--- src/fsg_pkg.sv ---
// shared constants and types of the flash rewrite security guard
package fsg_pkg;

  localparam int BLK_W = 8;
  localparam int BLOCK_BYTES = 1024;
  localparam int CLUSTER_BYTES = 4096;
  localparam int CLUSTER_BLOCKS = CLUSTER_BYTES / BLOCK_BYTES;
  localparam logic [BLK_W-1:0] CLUSTER_BLK = BLK_W'(CLUSTER_BLOCKS);
  localparam logic [BLK_W-1:0] WIN_START_RST = {BLK_W{1'b0}};
  localparam logic [BLK_W-1:0] WIN_END_RST = {BLK_W{1'b1}};

  localparam int SYNC_STAGES = 2;
  localparam logic [1:0] START_CNT_RST = 2'h3;
  localparam logic [1:0] START_CNT_SAMPLE = 2'h1;
  localparam logic [1:0] PIN_PROG = 2'h3;

  typedef enum logic [1:0] {
    CMD_CHIP_ERASE,
    CMD_BLK_ERASE,
    CMD_WRITE,
    CMD_SEC_SET
  } fsg_cmd_e;

  typedef enum logic {
    SRC_SERIAL,
    SRC_SELF
  } fsg_src_e;

  typedef enum logic [1:0] {
    RSP_ACK,
    RSP_NAK,
    RSP_SUSP
  } fsg_rsp_e;

  typedef enum logic {
    ST_IDLE,
    ST_BUSY
  } fsg_state_e;

  typedef struct packed {
    logic chipProt;
    logic blkProt;
    logic wrProt;
    logic boot0Prot;
    logic bootSwap;
    logic [BLK_W-1:0] winStart;
    logic [BLK_W-1:0] winEnd;
  } fsg_cfg_s;

  localparam fsg_cfg_s CFG_FACTORY = '{
    chipProt: 1'b0, blkProt: 1'b0, wrProt: 1'b0, boot0Prot: 1'b0,
    bootSwap: 1'b0, winStart: WIN_START_RST, winEnd: WIN_END_RST};

  typedef struct packed {
    fsg_cmd_e cmd;
    fsg_src_e src;
    logic [BLK_W-1:0] block;
    fsg_cfg_s cfg;
  } fsg_req_s;

endpackage

--- src/fsg_guard.sv ---
// flash rewrite security guard: gates erase, write and security-set requests
//
// Overview of operation
// - new protection settings only act from the next programming-mode entry
// - chip-erase prohibition rejects serial chip erase and block erase
// - once chip erase is prohibited, no prohibition can be cleared but by nvClearn
// - block-erase prohibition rejects serial block erase, self path still erases
// - write prohibition rejects serial write and block erase, self path still writes
// - boot-cluster-0 prohibition rejects chip erase and rewrites of cluster 0
// - factory state has no prohibitions; each may be set from either path
// - a completed chip erase returns all settings but boot-cluster-0 prohibition to factory state, unless the image prohibits chip erase
// - self path ignores chip, block and write prohibitions
// - serial chip erase stays allowed under block or write prohibition only
// - block and write prohibitions clear only by serial chip erase or nvClearn
// - self operations refused while cpu runs on subsystem clock
// - self operations refused in regulator low consumption mode
// - enabled interrupt suspends a self operation and vectors to the handler
// - boot swap exchanges the mapping of the two 4 KB boot clusters
// - swap state is sampled at reset so the next boot uses old cluster 1
// - self rewrites allowed only inside the shield window, inclusive
// - serial rewrites ignore the shield window
// - window bounds may be changed from either path
// - boot-cluster-0 prohibition wins over the shield window
`timescale 1ns/10ps
module fsg_guard
  import fsg_pkg::*;
(
  input wire logic clk, // 10 MHz device clock
  input wire logic resetn, // session reset, async, active low
  input wire logic nvClearn, // puts the nonvolatile image in factory state
  input wire logic flashModeSelectPin, // mode select pin, asynchronous
  input wire logic singleWireToolPin, // tool pin, asynchronous
  input wire logic selfModeEnter, // pulse: software enters self-programming
  input wire logic selfModeExit, // pulse: software leaves self-programming
  input wire logic cpuOnSubClk, // level: cpu clocked from subsystem clock
  input wire logic regLowPower, // level: regulator in low consumption mode
  input wire logic intReq, // level: unmasked interrupt request
  input wire logic intEnable, // level: global interrupt enable
  input wire logic reqValid, // pulse: request on req
  input wire fsg_req_s req, // request command, source, block, settings
  input wire logic flashDone, // pulse: flash array finished operation
  output logic reqReady, // guard can take a request
  output logic rspValid, // pulse: answer on rspCode
  output fsg_rsp_e rspCode, // ack, nak or suspended
  output logic flashGo, // pulse: start flash operation
  output fsg_cmd_e flashCmd, // operation for the flash array
  output logic [BLK_W-1:0] flashBlk, // physical block after swap
  output logic flashAbort, // pulse: stop running operation
  output logic suspendVector, // pulse: branch to interrupt handler
  output logic serialMode, // serial programming mode latched at reset
  output logic selfMode, // self-programming mode active
  output logic bootSwapActive, // swap in effect for this session
  output fsg_cfg_s activeCfg // settings gating this session
);

  logic [1:0] pinMeta_ff;
  logic [1:0] pinSync_ff;
  logic [1:0] nxt_pinMeta;
  logic [1:0] nxt_pinSync;

  fsg_cfg_s nv_ff;
  fsg_cfg_s nxt_nv;
  fsg_cfg_s act_ff;
  fsg_cfg_s nxt_act;
  fsg_state_e state_ff;
  fsg_state_e nxt_state;
  logic [1:0] startCnt_ff;
  logic [1:0] nxt_startCnt;
  logic serial_ff;
  logic nxt_serial;
  logic self_ff;
  logic nxt_self;
  logic ready_ff;
  logic nxt_ready;
  logic rspValid_ff;
  logic nxt_rspValid;
  fsg_rsp_e rspCode_ff;
  fsg_rsp_e nxt_rspCode;
  logic flashGo_ff;
  logic nxt_flashGo;
  fsg_cmd_e flashCmd_ff;
  fsg_cmd_e nxt_flashCmd;
  logic [BLK_W-1:0] flashBlk_ff;
  logic [BLK_W-1:0] nxt_flashBlk;
  logic abort_ff;
  logic nxt_abort;
  logic susp_ff;
  logic nxt_susp;
  logic pendSelf_ff;
  logic nxt_pendSelf;

  function automatic logic inBoot0(input logic [BLK_W-1:0] blk);
    inBoot0 = blk < CLUSTER_BLK;
  endfunction

  // logical to physical block: clusters 0 and 1 trade places under swap
  function automatic logic [BLK_W-1:0] swapMap(input logic [BLK_W-1:0] blk,
                                               input logic swap);
    logic [BLK_W-1:0] twoClusters;
    twoClusters = BLK_W'(2 * CLUSTER_BLOCKS);
    if (swap && blk < twoClusters) begin
      swapMap = blk ^ CLUSTER_BLK;
    end else begin
      swapMap = blk;
    end
  endfunction

  // pins come from outside; only the second stage is read
  always_comb begin
    nxt_pinMeta = {flashModeSelectPin, singleWireToolPin};
    nxt_pinSync = pinMeta_ff;
  end

  always_ff @(posedge clk or negedge resetn) begin
    if (!resetn) begin
      pinMeta_ff <= 2'h0;
      pinSync_ff <= 2'h0;
    end else begin
      pinMeta_ff <= nxt_pinMeta;
      pinSync_ff <= nxt_pinSync;
    end
  end

  logic [BLK_W-1:0] physBlk;
  logic boot0Hit;
  logic inWin;
  logic serialReq;
  logic selfReq;
  logic selfOk;
  logic allow;
  logic isFlashOp;

  always_comb begin
    nxt_nv = nv_ff;
    nxt_act = act_ff;
    nxt_state = state_ff;
    nxt_startCnt = startCnt_ff;
    nxt_serial = serial_ff;
    nxt_self = self_ff;
    nxt_rspValid = 1'b0;
    nxt_rspCode = rspCode_ff;
    nxt_flashGo = 1'b0;
    nxt_flashCmd = flashCmd_ff;
    nxt_flashBlk = flashBlk_ff;
    nxt_abort = 1'b0;
    nxt_susp = 1'b0;
    nxt_pendSelf = pendSelf_ff;

    physBlk = swapMap(req.block, act_ff.bootSwap);
    boot0Hit = act_ff.boot0Prot && inBoot0(physBlk);
    inWin = req.block >= act_ff.winStart && req.block <= act_ff.winEnd;
    serialReq = req.src == SRC_SERIAL && serial_ff;
    selfReq = req.src == SRC_SELF && self_ff;
    selfOk = selfReq && !cpuOnSubClk && !regLowPower;
    isFlashOp = 1'b1;
    allow = 1'b0;

    // gating reads only the session copy, never the nonvolatile image
    case (req.cmd)
      CMD_CHIP_ERASE: begin
        allow = serialReq && !act_ff.chipProt && !act_ff.boot0Prot;
      end
      CMD_BLK_ERASE: begin
        allow = (serialReq && !act_ff.chipProt && !act_ff.blkProt
                 && !act_ff.wrProt && !boot0Hit)
             || (selfOk && !boot0Hit && inWin);
      end
      CMD_WRITE: begin
        allow = (serialReq && !act_ff.wrProt && !boot0Hit)
             || (selfOk && !boot0Hit && inWin);
      end
      CMD_SEC_SET: begin
        isFlashOp = 1'b0;
        allow = serialReq || selfOk;
      end
      default: begin
        allow = 1'b0;
      end
    endcase

    // settle the synchroniser before the strap is caught
    if (startCnt_ff != 2'h0) begin
      nxt_startCnt = startCnt_ff - 2'h1;
    end
    if (startCnt_ff == START_CNT_SAMPLE) begin
      nxt_serial = pinSync_ff == PIN_PROG;
      nxt_act = nv_ff;
    end

    if (selfModeEnter && !serial_ff && startCnt_ff == 2'h0 && state_ff == ST_IDLE) begin
      nxt_self = 1'b1;
      nxt_act = nv_ff;
    end else if (selfModeExit && state_ff == ST_IDLE) begin
      nxt_self = 1'b0;
    end

    case (state_ff)
      ST_IDLE: begin
        if (reqValid && ready_ff) begin
          if (!allow) begin
            nxt_rspValid = 1'b1;
            nxt_rspCode = RSP_NAK;
          end else if (!isFlashOp) begin
            // prohibitions can only be added, never removed, from here
            nxt_nv.chipProt = nv_ff.chipProt | req.cfg.chipProt;
            nxt_nv.blkProt = nv_ff.blkProt | req.cfg.blkProt;
            nxt_nv.wrProt = nv_ff.wrProt | req.cfg.wrProt;
            nxt_nv.boot0Prot = nv_ff.boot0Prot | req.cfg.boot0Prot;
            nxt_nv.bootSwap = req.cfg.bootSwap;
            nxt_nv.winStart = req.cfg.winStart;
            nxt_nv.winEnd = req.cfg.winEnd;
            nxt_rspValid = 1'b1;
            nxt_rspCode = RSP_ACK;
          end else begin
            nxt_flashGo = 1'b1;
            nxt_flashCmd = req.cmd;
            nxt_flashBlk = physBlk;
            nxt_pendSelf = req.src == SRC_SELF;
            nxt_state = ST_BUSY;
          end
        end
      end
      ST_BUSY: begin
        if (flashDone) begin
          nxt_rspValid = 1'b1;
          nxt_rspCode = RSP_ACK;
          nxt_state = ST_IDLE;
          // chip erase from a locked image clears nothing
          if (flashCmd_ff == CMD_CHIP_ERASE && !nv_ff.chipProt) begin
            nxt_nv = CFG_FACTORY;
            nxt_nv.boot0Prot = nv_ff.boot0Prot;
          end
        end else if (pendSelf_ff && intReq && intEnable) begin
          nxt_abort = 1'b1;
          nxt_susp = 1'b1;
          nxt_rspValid = 1'b1;
          nxt_rspCode = RSP_SUSP;
          nxt_self = 1'b0; // resume needs a fresh mode entry
          nxt_state = ST_IDLE;
        end
      end
      default: begin
        nxt_state = ST_IDLE;
      end
    endcase

    nxt_ready = nxt_state == ST_IDLE && nxt_startCnt == 2'h0;
  end

  // the image survives session resets; nvClearn restores factory state, a completed chip erase all but boot0Prot
  always_ff @(posedge clk or negedge nvClearn) begin
    if (!nvClearn) begin
      nv_ff <= CFG_FACTORY;
    end else begin
      nv_ff <= nxt_nv;
    end
  end

  always_ff @(posedge clk or negedge resetn) begin
    if (!resetn) begin
      act_ff <= CFG_FACTORY;
      state_ff <= ST_IDLE;
      startCnt_ff <= START_CNT_RST;
      serial_ff <= 1'b0;
      self_ff <= 1'b0;
      ready_ff <= 1'b0;
      rspValid_ff <= 1'b0;
      rspCode_ff <= RSP_ACK;
      flashGo_ff <= 1'b0;
      flashCmd_ff <= CMD_CHIP_ERASE;
      flashBlk_ff <= {BLK_W{1'b0}};
      abort_ff <= 1'b0;
      susp_ff <= 1'b0;
      pendSelf_ff <= 1'b0;
    end else begin
      act_ff <= nxt_act;
      state_ff <= nxt_state;
      startCnt_ff <= nxt_startCnt;
      serial_ff <= nxt_serial;
      self_ff <= nxt_self;
      ready_ff <= nxt_ready;
      rspValid_ff <= nxt_rspValid;
      rspCode_ff <= nxt_rspCode;
      flashGo_ff <= nxt_flashGo;
      flashCmd_ff <= nxt_flashCmd;
      flashBlk_ff <= nxt_flashBlk;
      abort_ff <= nxt_abort;
      susp_ff <= nxt_susp;
      pendSelf_ff <= nxt_pendSelf;
    end
  end

  assign reqReady = ready_ff;
  assign rspValid = rspValid_ff;
  assign rspCode = rspCode_ff;
  assign flashGo = flashGo_ff;
  assign flashCmd = flashCmd_ff;
  assign flashBlk = flashBlk_ff;
  assign flashAbort = abort_ff;
  assign suspendVector = susp_ff;
  assign serialMode = serial_ff;
  assign selfMode = self_ff;
  assign bootSwapActive = act_ff.bootSwap;
  assign activeCfg = act_ff;

endmodule

--- config.mk ---
export PLATFORM = sky130hd
export DESIGN_NAME = fsg_guard
export DESIGN_NICKNAME = d
export VERILOG_FILES = /design/src/fsg_pkg.sv /design/src/fsg_guard.sv
export SDC_FILE = /design/constraint.sdc
export NUM_CORES = 1
export LEC_CHECK = 0
export BUFFER_PORTS_ARGS = -buffer_cell sky130_fd_sc_hd__buf_2
export CORE_MARGIN = 2
export CORE_UTILIZATION = 50
export CTS_CLUSTER_SIZE = 14
export DETAILED_ROUTE_END_ITERATION = 10
export GPL_TIMING_DRIVEN = 0
export PLACE_DENSITY = 0.72
export SETUP_SLACK_MARGIN = 0.15
export SYNTH_ARGS = -nofsm -noshare
export SYNTH_HDL_FRONTEND = slang
export SYNTH_SLANG_ARGS = --single-unit
--- constraint.sdc ---
create_clock -name clk -period 3.6 [get_ports clk]
set_input_delay 1.08 -clock clk [delete_from_list [all_inputs] [get_ports clk]]
set_output_delay 1.08 -clock clk [all_outputs]
set_load 0.005 [all_outputs]
== Word level (Yosys, flattened, before mapping) ==
Index checks and enable logic that the tools add are counted.
W data, S select, Z words.

* Add/sub/neg operators: 1
* $lt $le $gt $ge: 4
* Equality and inequality tests: 12
* Muxes and demuxes: 37
* Bitwise operators: 9
* Reduce and logical (&&, ||, !) cells: 47

{| class="wikitable"
|+ Operator list
! operator !! count
|-
| $mux W21 || 7
|-
| $pmux W21 S2 || 1
|-
| $logic_and A1 B1 Y1 || 25
|-
| $mux W1 || 18
|-
| $mux W2 || 6
|-
| $logic_not A1 Y1 || 9
|-
| $ge A8 B8 Y1 || 1
|-
| $le A8 B8 Y1 || 1
|-
| $logic_not A2 Y1 || 4
|-
| $lt A8 B3 Y1 const B || 1
|-
| $lt A8 B4 Y1 const B || 1
|-
| $reduce_and A4 Y1 || 2
|-
| $eq A2 B2 Y1 const B || 3
|-
| $ne A2 B1 Y1 const B || 3
|-
| $ne A3 B2 Y1 const B || 2
|-
| $not A1 Y1 || 5
|-
| $reduce_and A5 Y1 || 1
|-
| $eq A2 B1 Y1 const B || 2
|-
| $ne A2 B2 Y1 const B || 2
|-
| $or A1 B1 Y1 || 4
|-
| $pmux W1 S2 || 2
|-
| $pmux W1 S4 || 1
|-
| $pmux W2 S2 || 1
|-
| $reduce_bool A2 Y1 || 2
|-
| 4 further kinds || 6
|}

* Register bits after elaboration: 68
* Input port bits: 45
* Output and inout bits: 41
* Word-level logic and storage cells: 138

== Logic depth before layout (Yosys ltp) ==
Gate-level depths: netlist of run 1.

* Word-level depth: 15
* Mapped depth: 10
* Gate-level depth less buffers: 9

== Least setup slack after synthesis of run 1 ==
Ideal clock, no wire load.

* Kind: input port to flip-flop
* Start: input port req[26] (netlist bit)
* End: register flashBlk_ff[3], in the netlist flashBlk[3]
* Setup time: 127 ps
* Arrival time: 3075 ps
* Data required time: 3473 ps
* Setup slack: 397 ps
* Stages on the path: 9
* Buffers on the path: 1
* Path through: ha_1 > nand2_1 > or3_1 > o221ai_1 > o2111a_1 > o221ai_2 > nor4_4 > buf_6 > mux2_1

* Cells in the longest elaborated chain, start to end: 11
* Elaborated cells on any way between the ends: 17
* Those cells by class: order compare: 4; mux: 2; reduce/logical: 11

{| class="wikitable"
|+ RTL lines
! what !! RTL line !! text
|-
| start, declared || fsg_guard.sv:40 || <nowiki>input wire fsg_req_s req,</nowiki>
|-
| $lt A8 B4 Y1 || fsg_guard.sv:101 || <nowiki>if (swap && blk < twoClusters) begin</nowiki>
|-
| $logic_and A1 B1 Y1 || fsg_guard.sv:101 ||
|-
| $mux W3 || fsg_guard.sv:101 ||
|-
| $lt A8 B3 Y1 || fsg_guard.sv:93 || <nowiki>inBoot0 = blk < CLUSTER_BLK;</nowiki>
|-
| $logic_and A1 B1 Y1 || fsg_guard.sv:150 || <nowiki>boot0Hit = act_ff.boot0Prot && inBoot0(physBlk);</nowiki>
|-
| $logic_not A1 Y1 || n/a ||
|-
| $logic_and A1 B1 Y1 (2 in a row) || fsg_guard.sv:166, fsg_guard.sv:170 ||
|-
| $logic_or A1 B1 Y1 (on tied branches) || fsg_guard.sv:170, fsg_guard.sv:166 ||
|-
| $pmux W1 S4 (*) || fsg_guard.sv:159 || <nowiki>case (req.cmd)</nowiki>
|-
| $reduce_and A4 Y1 (no source line) (*) || n/a ||
|-
| end signal, assigned || fsg_guard.sv:271 || <nowiki>flashBlk_ff <= {BLK_W{1'b0}};</nowiki>
|-
| end signal, assigned || fsg_guard.sv:286 || <nowiki>flashBlk_ff <= nxt_flashBlk;</nowiki>
|-
| end, declared || fsg_guard.sv:83 || <nowiki>logic [BLK_W-1:0] flashBlk_ff;</nowiki>
|}

Every way passes the cells marked *; elsewhere a longest branch is shown, timed or not.
A chain may end at the register's enable or synchronous reset.

== Final worst setup path of run 1 ==
* Start: input port req[24] (netlist bit)
* End: register flashBlk_ff[6], in the netlist flashBlk[6]

Same word-level chain as after synthesis.

==> results.sh, run 1 <==
export IMPL_area_growth_pct=21.80
export IMPL_htreeDepth=3
export IMPL_drcViolationCount=0
export IMPL_p_total_mw=2.010
export IMPL_hp_class="register to register"
export IMPL_syn_nets=388
export IMPL_syn_area_per_cell_um2=10.26
export IMPL_place_area_um2=3845
export IMPL_ff_latch_area_um2=1724
export IMPL_fmax_mhz=300.1
export IMPL_cts_repair_resized=0
export IMPL_critPathSlowestCell="nor4_4"
export IMPL_rsz0062_at_grt="false"
export IMPL_cts_setup_buffers=0
export IMPL_post_place_cells=486
export IMPL_cp_buffers_inverters=2
export IMPL_combPwrFrac_pct=19.9
export IMPL_multi_input_area_um2=1414
export IMPL_clk_path_buf_depth=2
export IMPL_drt_pre_antenna_iters=4
export IMPL_fin_hold_ws_ps=362.7
export IMPL_holdCritStartpoint="nxt_pinSync[1]"
export IMPL_grt_pass1_wl_um=12640
export IMPL_internal_power_mw=1.443
export IMPL_p_leak_nw=1.948
export IMPL_switching_power_uw=567.8
export IMPL_gp_congestion=0.8380
export IMPL_vdd_drop_max_uv=264.5
export IMPL_cts_sinks=68
export IMPL_fin_ws_ps=267.6
export IMPL_synthCells=324
export IMPL_setup_tns_ps=0
export IMPL_die_w_um=85.53
export IMPL_cts_buffers=9
export IMPL_cp_slowest_stage_delay_ps=430
export IMPL_core_area_um2=6386
export IMPL_period_minus_slack_ps=3332
export IMPL_antenna_cells=0
export IMPL_cp_depth=10
export IMPL_ys_seq_area_share_pct=51.88
export IMPL_swShare_pct=28.24
export IMPL_clk_latency_ps=340
export IMPL_cp_cell_sequence="buf_2 > ha_1 > nor2_1 > or3_1 > o221ai_1 > o2111a_1 > o221ai_2 > nor4_4 > buf_6 > mux2_1"
export IMPL_dp_worst_setup_slack_ps=-98.67
export IMPL_ant_nets=0
export IMPL_outcome="finished clean"
export IMPL_postCtsHoldBufs=0
export IMPL_r2r_end="flashBlk[6]"
export IMPL_fill_cells=552
export IMPL_clkPwrFrac_pct=32.1
export IMPL_hold_depth=0
export IMPL_crit_family="simple AND/OR/NAND/NOR gates"
export IMPL_worst_setup_path_start_kind="input port"
export IMPL_min_period_over_period_pct=92.57
export IMPL_grt_overflow=0
export IMPL_arrival_ps=3550
export IMPL_ys_flop_type="dfrtp_1"
export IMPL_finalHoldViolCount=0
export IMPL_stdcell_count=502
export IMPL_viasPerCell=5.380
export IMPL_finalSetupViolCount=0
export IMPL_fin_util_pct=63.38
export IMPL_drt_iter0_markers=142
export IMPL_grt_pass1_vias=2556
export IMPL_async_flop_share_pct=100.0
export IMPL_worst_pin_slew_ps=1001
export IMPL_holdPathEnd="pinSync_ff[1]"
export IMPL_skew_ps=10.18
export IMPL_synth_area_um2=3323
export IMPL_synth_edf_count=0
export IMPL_slew_headroom_pct=33.30
export IMPL_cts_tree="built"
export IMPL_stdcell_area_um2=4048
export IMPL_pwr_share_seq_pct=48.0
export IMPL_grtUsageTotal_pct=22.27
export IMPL_cp_max_fo=10
export IMPL_worstSetupPathType="input port to register"
export IMPL_dpl_hpwl_um=5813
export IMPL_grt_max_degree=48
export IMPL_ff2ff_setup_slack_ps=730
export IMPL_critPathCaptureType="register"
export IMPL_ios=86
export IMPL_cp_required_ps=3820
export IMPL_slew_violations=0
export IMPL_wl_um=7713
export IMPL_root_buffer="clkbuf_8"
export IMPL_powerDensity_nw_per_um2=496.7
export IMPL_num_vias=2701
export IMPL_drv_cap=0
export IMPL_initial_core_util_pct=52.04
export IMPL_antenna_found_initial=0
export IMPL_wl_per_cell_um=15.36
export IMPL_fp_row_count=29
export IMPL_nets=484
export IMPL_port_buffers=85
export IMPL_yosysWarningCount=0
export IMPL_drive_gt1_share_pct=31.53
export IMPL_synth_seq_cells=68
export IMPL_yosysUniqueCellTypes=42
export IMPL_r2r_cells=10
export IMPL_die_y_um=85.53
export IMPL_path_clk_slew_ps=80
export IMPL_design_die_area_um2=7315
export IMPL_worstReg2RegStart="activeCfg[15]"
[worst max-delay path by stage]
stage,startpoint,endpoint,slack (ps)
after detailed placement,req[24],flashCmd[1],-100
after global placement,req[24],flashCmd[1],-70
after global routing,req[26],flashBlk[4],170
final,req[24],flashBlk[6],270
after floorplan,req[26],flashBlk[3],400
after CTS,req[24],flashBlk[6],250
[metal layers]
metal | GRT usage (%) | wire length [µm] | vias up
met2 | 34.59 | 3654 | 92
met1 | 32.05 | 3514 | 1289
met3 | 3.850 | 498 | 6
met4 | 7.215 | 46 | 0
li1 | - | - | 1314
met5 | 0 | 0 | -
[final cells by class]
type                       count  area share [%]
sequential                    68           42.60
multi-input combinational    211           34.93
timing repair buffer          85           10.51
clock buffer                  12           3.833
inverter                      29           2.689
tap                           77           2.380
buffer                        16           1.886
clock inverter                 4           1.175
[cells in the final DEF (no fill, tap or decap), drive strengths merged, types with 18 or more instances in the layout]
cell and instances:
ha 19, dfstp 18, inv 29, clkbuf 23, nand2 43, nor2 23, o21ai 21, buf 90
dfrtp 50, mux2 18
[flip-flops by register name (all words and copies together) (netlist names), 2 cells and up]
name / count
flashCmd: 2
activeCfg: 20
flashBlk: 8
nv_ff: 21
startCnt_ff: 2
nxt_pinSync: 2
rspCode: 2
pinSync_ff: 2
[worst reg2reg max path, delay by kind of cell, from the launching register on]
family | cells | cell delay, ps
and+or+nand+nor | 3 | 800
AOI/OAI and AO/OA | 3 | 670
DFF | 1 | 360
muxes | 1 | 330
adders and majority gates | 1 | 300
buffers and inverters | 2 | 290
[cell usage after synthesis (all sizes together), types with 6 or more instances]
library cell	count	share of area [%]
ha	19	7.2
inv	29	3.3
nor2	23	2.6
dfstp	18	14
clkbuf	11	1.2
nand2b	6	1.1
nand2	43	4.9
o31a	9	2.4
dfrtp	50	38
o21ai	21	3.2
nand3b	9	2.0
a21oi	17	2.6
mux2	18	6.1
o311ai	9	2.4
[logic make-up after synthesis]
logic type	Yosys count	synth area share, %
AOI/OAI and AO/OA	69	13.78
xor gates and xnor gates	2	0.5272
adders and majority gates	19	7.154
buffers and inverters	45	5.572
DFF	68	51.88
muxes	18	6.100
and+or+nand+nor	103	14.98
[power groups by stage]
stage          combinational [mW]  clock (mW)  sequential (mW)
4_1_cts                     0.406       0.650            0.965
6_report                    0.400       0.646            0.965
3_5_place_dp                0.404           0            0.978
3_3_place_gp                0.389           0            0.975
5_1_grt                     0.454       0.695            0.977
2_1_floorplan               0.213           0            0.972
No activity file was read; power rests on OpenSTA's default activity.
==> run 2: changes to the inputs <==
--- a/config.mk
+++ b/config.mk
@@ -6,6 +6,7 @@
 export NUM_CORES = 1
 export LEC_CHECK = 0
 export BUFFER_PORTS_ARGS = -buffer_cell sky130_fd_sc_hd__buf_2
+export CORE_ASPECT_RATIO = 0.5
 export CORE_MARGIN = 2
 export CORE_UTILIZATION = 50
 export CTS_CLUSTER_SIZE = 14
==> run 2 against run 1 <==
Compared with the run above: flip-flop and latch count unchanged; clock power increased by 37%; first-iteration DRC count up 36%; register-to-register slack gained 150 ps; clock-buffer cell count up 2; maximum frequency rose by 2.7%; clock skew down 1.9 ps.
==> results.sh, run 2 (synthesis results as in run 1) <==
export IMPL_drt_pre_antenna_iters=4
export IMPL_gp_congestion=0.8783
export IMPL_clk_latency_ps=340
export IMPL_rsz0062_at_grt="false"
export IMPL_p_leak_nw=1.998
export IMPL_critPathCaptureType="register"
export IMPL_initial_core_util_pct=53.33
export IMPL_powerDensity_nw_per_um2=542.4
export IMPL_root_buffer="clkbuf_16"
export IMPL_ant_nets=0
export IMPL_hp_class="register to register"
export IMPL_fmax_mhz=308.1
export IMPL_skew_ps=8.244
export IMPL_period_minus_slack_ps=3246
export IMPL_wl_um=8268
export IMPL_viasPerCell=5.465
export IMPL_worst_setup_path_start_kind="input port"
export IMPL_grt_pass1_vias=2729
export IMPL_post_place_cells=497
export IMPL_die_y_um=61.65
export IMPL_cts_sinks=68
export IMPL_nets=485
export IMPL_largest_reg_flops=21
export IMPL_clk_path_buf_depth=2
export IMPL_grtUsageTotal_pct=24.64
export IMPL_arrival_ps=3470
export IMPL_slew_headroom_pct=31.45
export IMPL_worst_pin_slew_ps=1028
export IMPL_drv_cap=0
export IMPL_design_die_area_um2=7354
export IMPL_place_area_um2=3859
export IMPL_drt_iter0_markers=193
export IMPL_finalSetupViolCount=0
export IMPL_wl_per_cell_um=16.09
export IMPL_cp_max_fo=10
export IMPL_ios=86
export IMPL_fin_hold_ws_ps=351.1
export IMPL_finalHoldViolCount=0
export IMPL_layout_commonest_cell="buf_2"
export IMPL_core_area_um2=6231
export IMPL_die_w_um=119.3
export IMPL_stdcell_count=514
export IMPL_vdd_drop_max_uv=406.5
export IMPL_cts_tree="built"
export IMPL_min_period_over_period_pct=90.17
export IMPL_drcViolationCount=0
export IMPL_cts_buffers=9
export IMPL_dp_worst_setup_slack_ps=-163.2
export IMPL_htreeDepth=3
export IMPL_setup_tns_ps=0
export IMPL_worstSetupPathType="input port to register"
export IMPL_stdcell_area_um2=4165
export IMPL_fp_row_count=20
export IMPL_grt_max_degree=48
export IMPL_final_cell_mix="buf_2, dfrtp_1, nand2_1, inv_1, nor2_1"
export IMPL_top_register="nv_ff"
export IMPL_port_buffers=85
export IMPL_cp_required_ps=3830
export IMPL_drive_gt1_share_pct=31.22
export IMPL_fill_cells=500
export IMPL_dpl_hpwl_um=6110
export IMPL_fin_ws_ps=354.0
export IMPL_path_clk_slew_ps=50
export IMPL_num_vias=2809
export IMPL_cts_repair_resized=0
export IMPL_area_growth_pct=25.34
export IMPL_outcome="finished clean"
export IMPL_grt_pass1_wl_um=13260
export IMPL_antenna_cells=0
export IMPL_slew_violations=0
export IMPL_grt_overflow=0
export IMPL_antenna_found_initial=0
run 2: cell types whose count changed in the layout (fill, tap and decap cells not counted):
cell	change
clkbuf_16	+9
clkbuf_8	-9
clkbuf_1	+2
buf_4	+1
clkinv_2	-1
clkinvlp_4	-1
run 2: report_power, final:
part           leakage [nW]  internal (mW)  switching, mW
registers             0.754          0.892         0.0772
logic                  1.10          0.198          0.210
clock network         0.147          0.573          0.310
total                  2.00           1.66          0.597
run 2: critical path, cell delays in order:
cell and delay [ps]:
buf_2 150, ha_1 330, a211o_1 300, a31oi_1 170
o221ai_1 180, o2111a_1 190, o221ai_2 310, clkbuf_1 430
nor2_1 140, a21o_1 200
run 2: final timing paths:
path / startpoint / slack (ps) / to / cells past startpoint
max: req[23] / 350 / nv_ff[20] / 10
max in group asynchronous: resetn / 2040 / flashBlk[1] / 1
min in group asynchronous: nvClearn / 710 / nv_ff[19] / 1
max reg2reg: activeCfg[10] / 880 / nv_ff[20] / 10
min: nxt_pinSync[1] / 350 / pinSync_ff[1] / 0
min reg2reg: nxt_pinSync[1] / 350 / pinSync_ff[1] / 0
run 2: what timing repair did:
item,CTS,global route
hold buffers,0,0
endpoints found under the setup margin,0,8
buffers inserted,0,1
hold endpoints to repair,0,0
run 2: area by class of cell:
| class | count | area (µm²) | area share (%) |
|---|---|---|---|
| sequential | 68 | 1724 | 41.39 |
| clock buffer | 14 | 264.0 | 6.338 |
| buffer | 16 | 76.32 | 1.832 |
| inverter | 29 | 108.9 | 2.613 |
| clock inverter | 2 | 35.03 | 0.8411 |
| multi-input combinational | 211 | 1414 | 33.94 |
| timing repair buffer | 86 | 432.9 | 10.39 |
| tap | 88 | 110.1 | 2.643 |
run 2: stage by stage:
stage | total power, mW | util (%)
floorplan | 1.184 | -
finish | 2.259 | 66.85
global route | 2.372 | 66.85
detailed placement | 1.387 | 61.93
CTS | 2.275 | 66.73
global placement | 1.362 | 61.93
run 2: metal layers:
metal / vias to the layer above / share of wire, % / global-route usage, %
li1: 1322 / - / -
met4: 0 / 1.9 / 9.244
met1: 1364 / 44 / 30.97
met5: - / 0 / 0
met2: 106 / 46 / 40.15
met3: 17 / 9.0 / 9.352
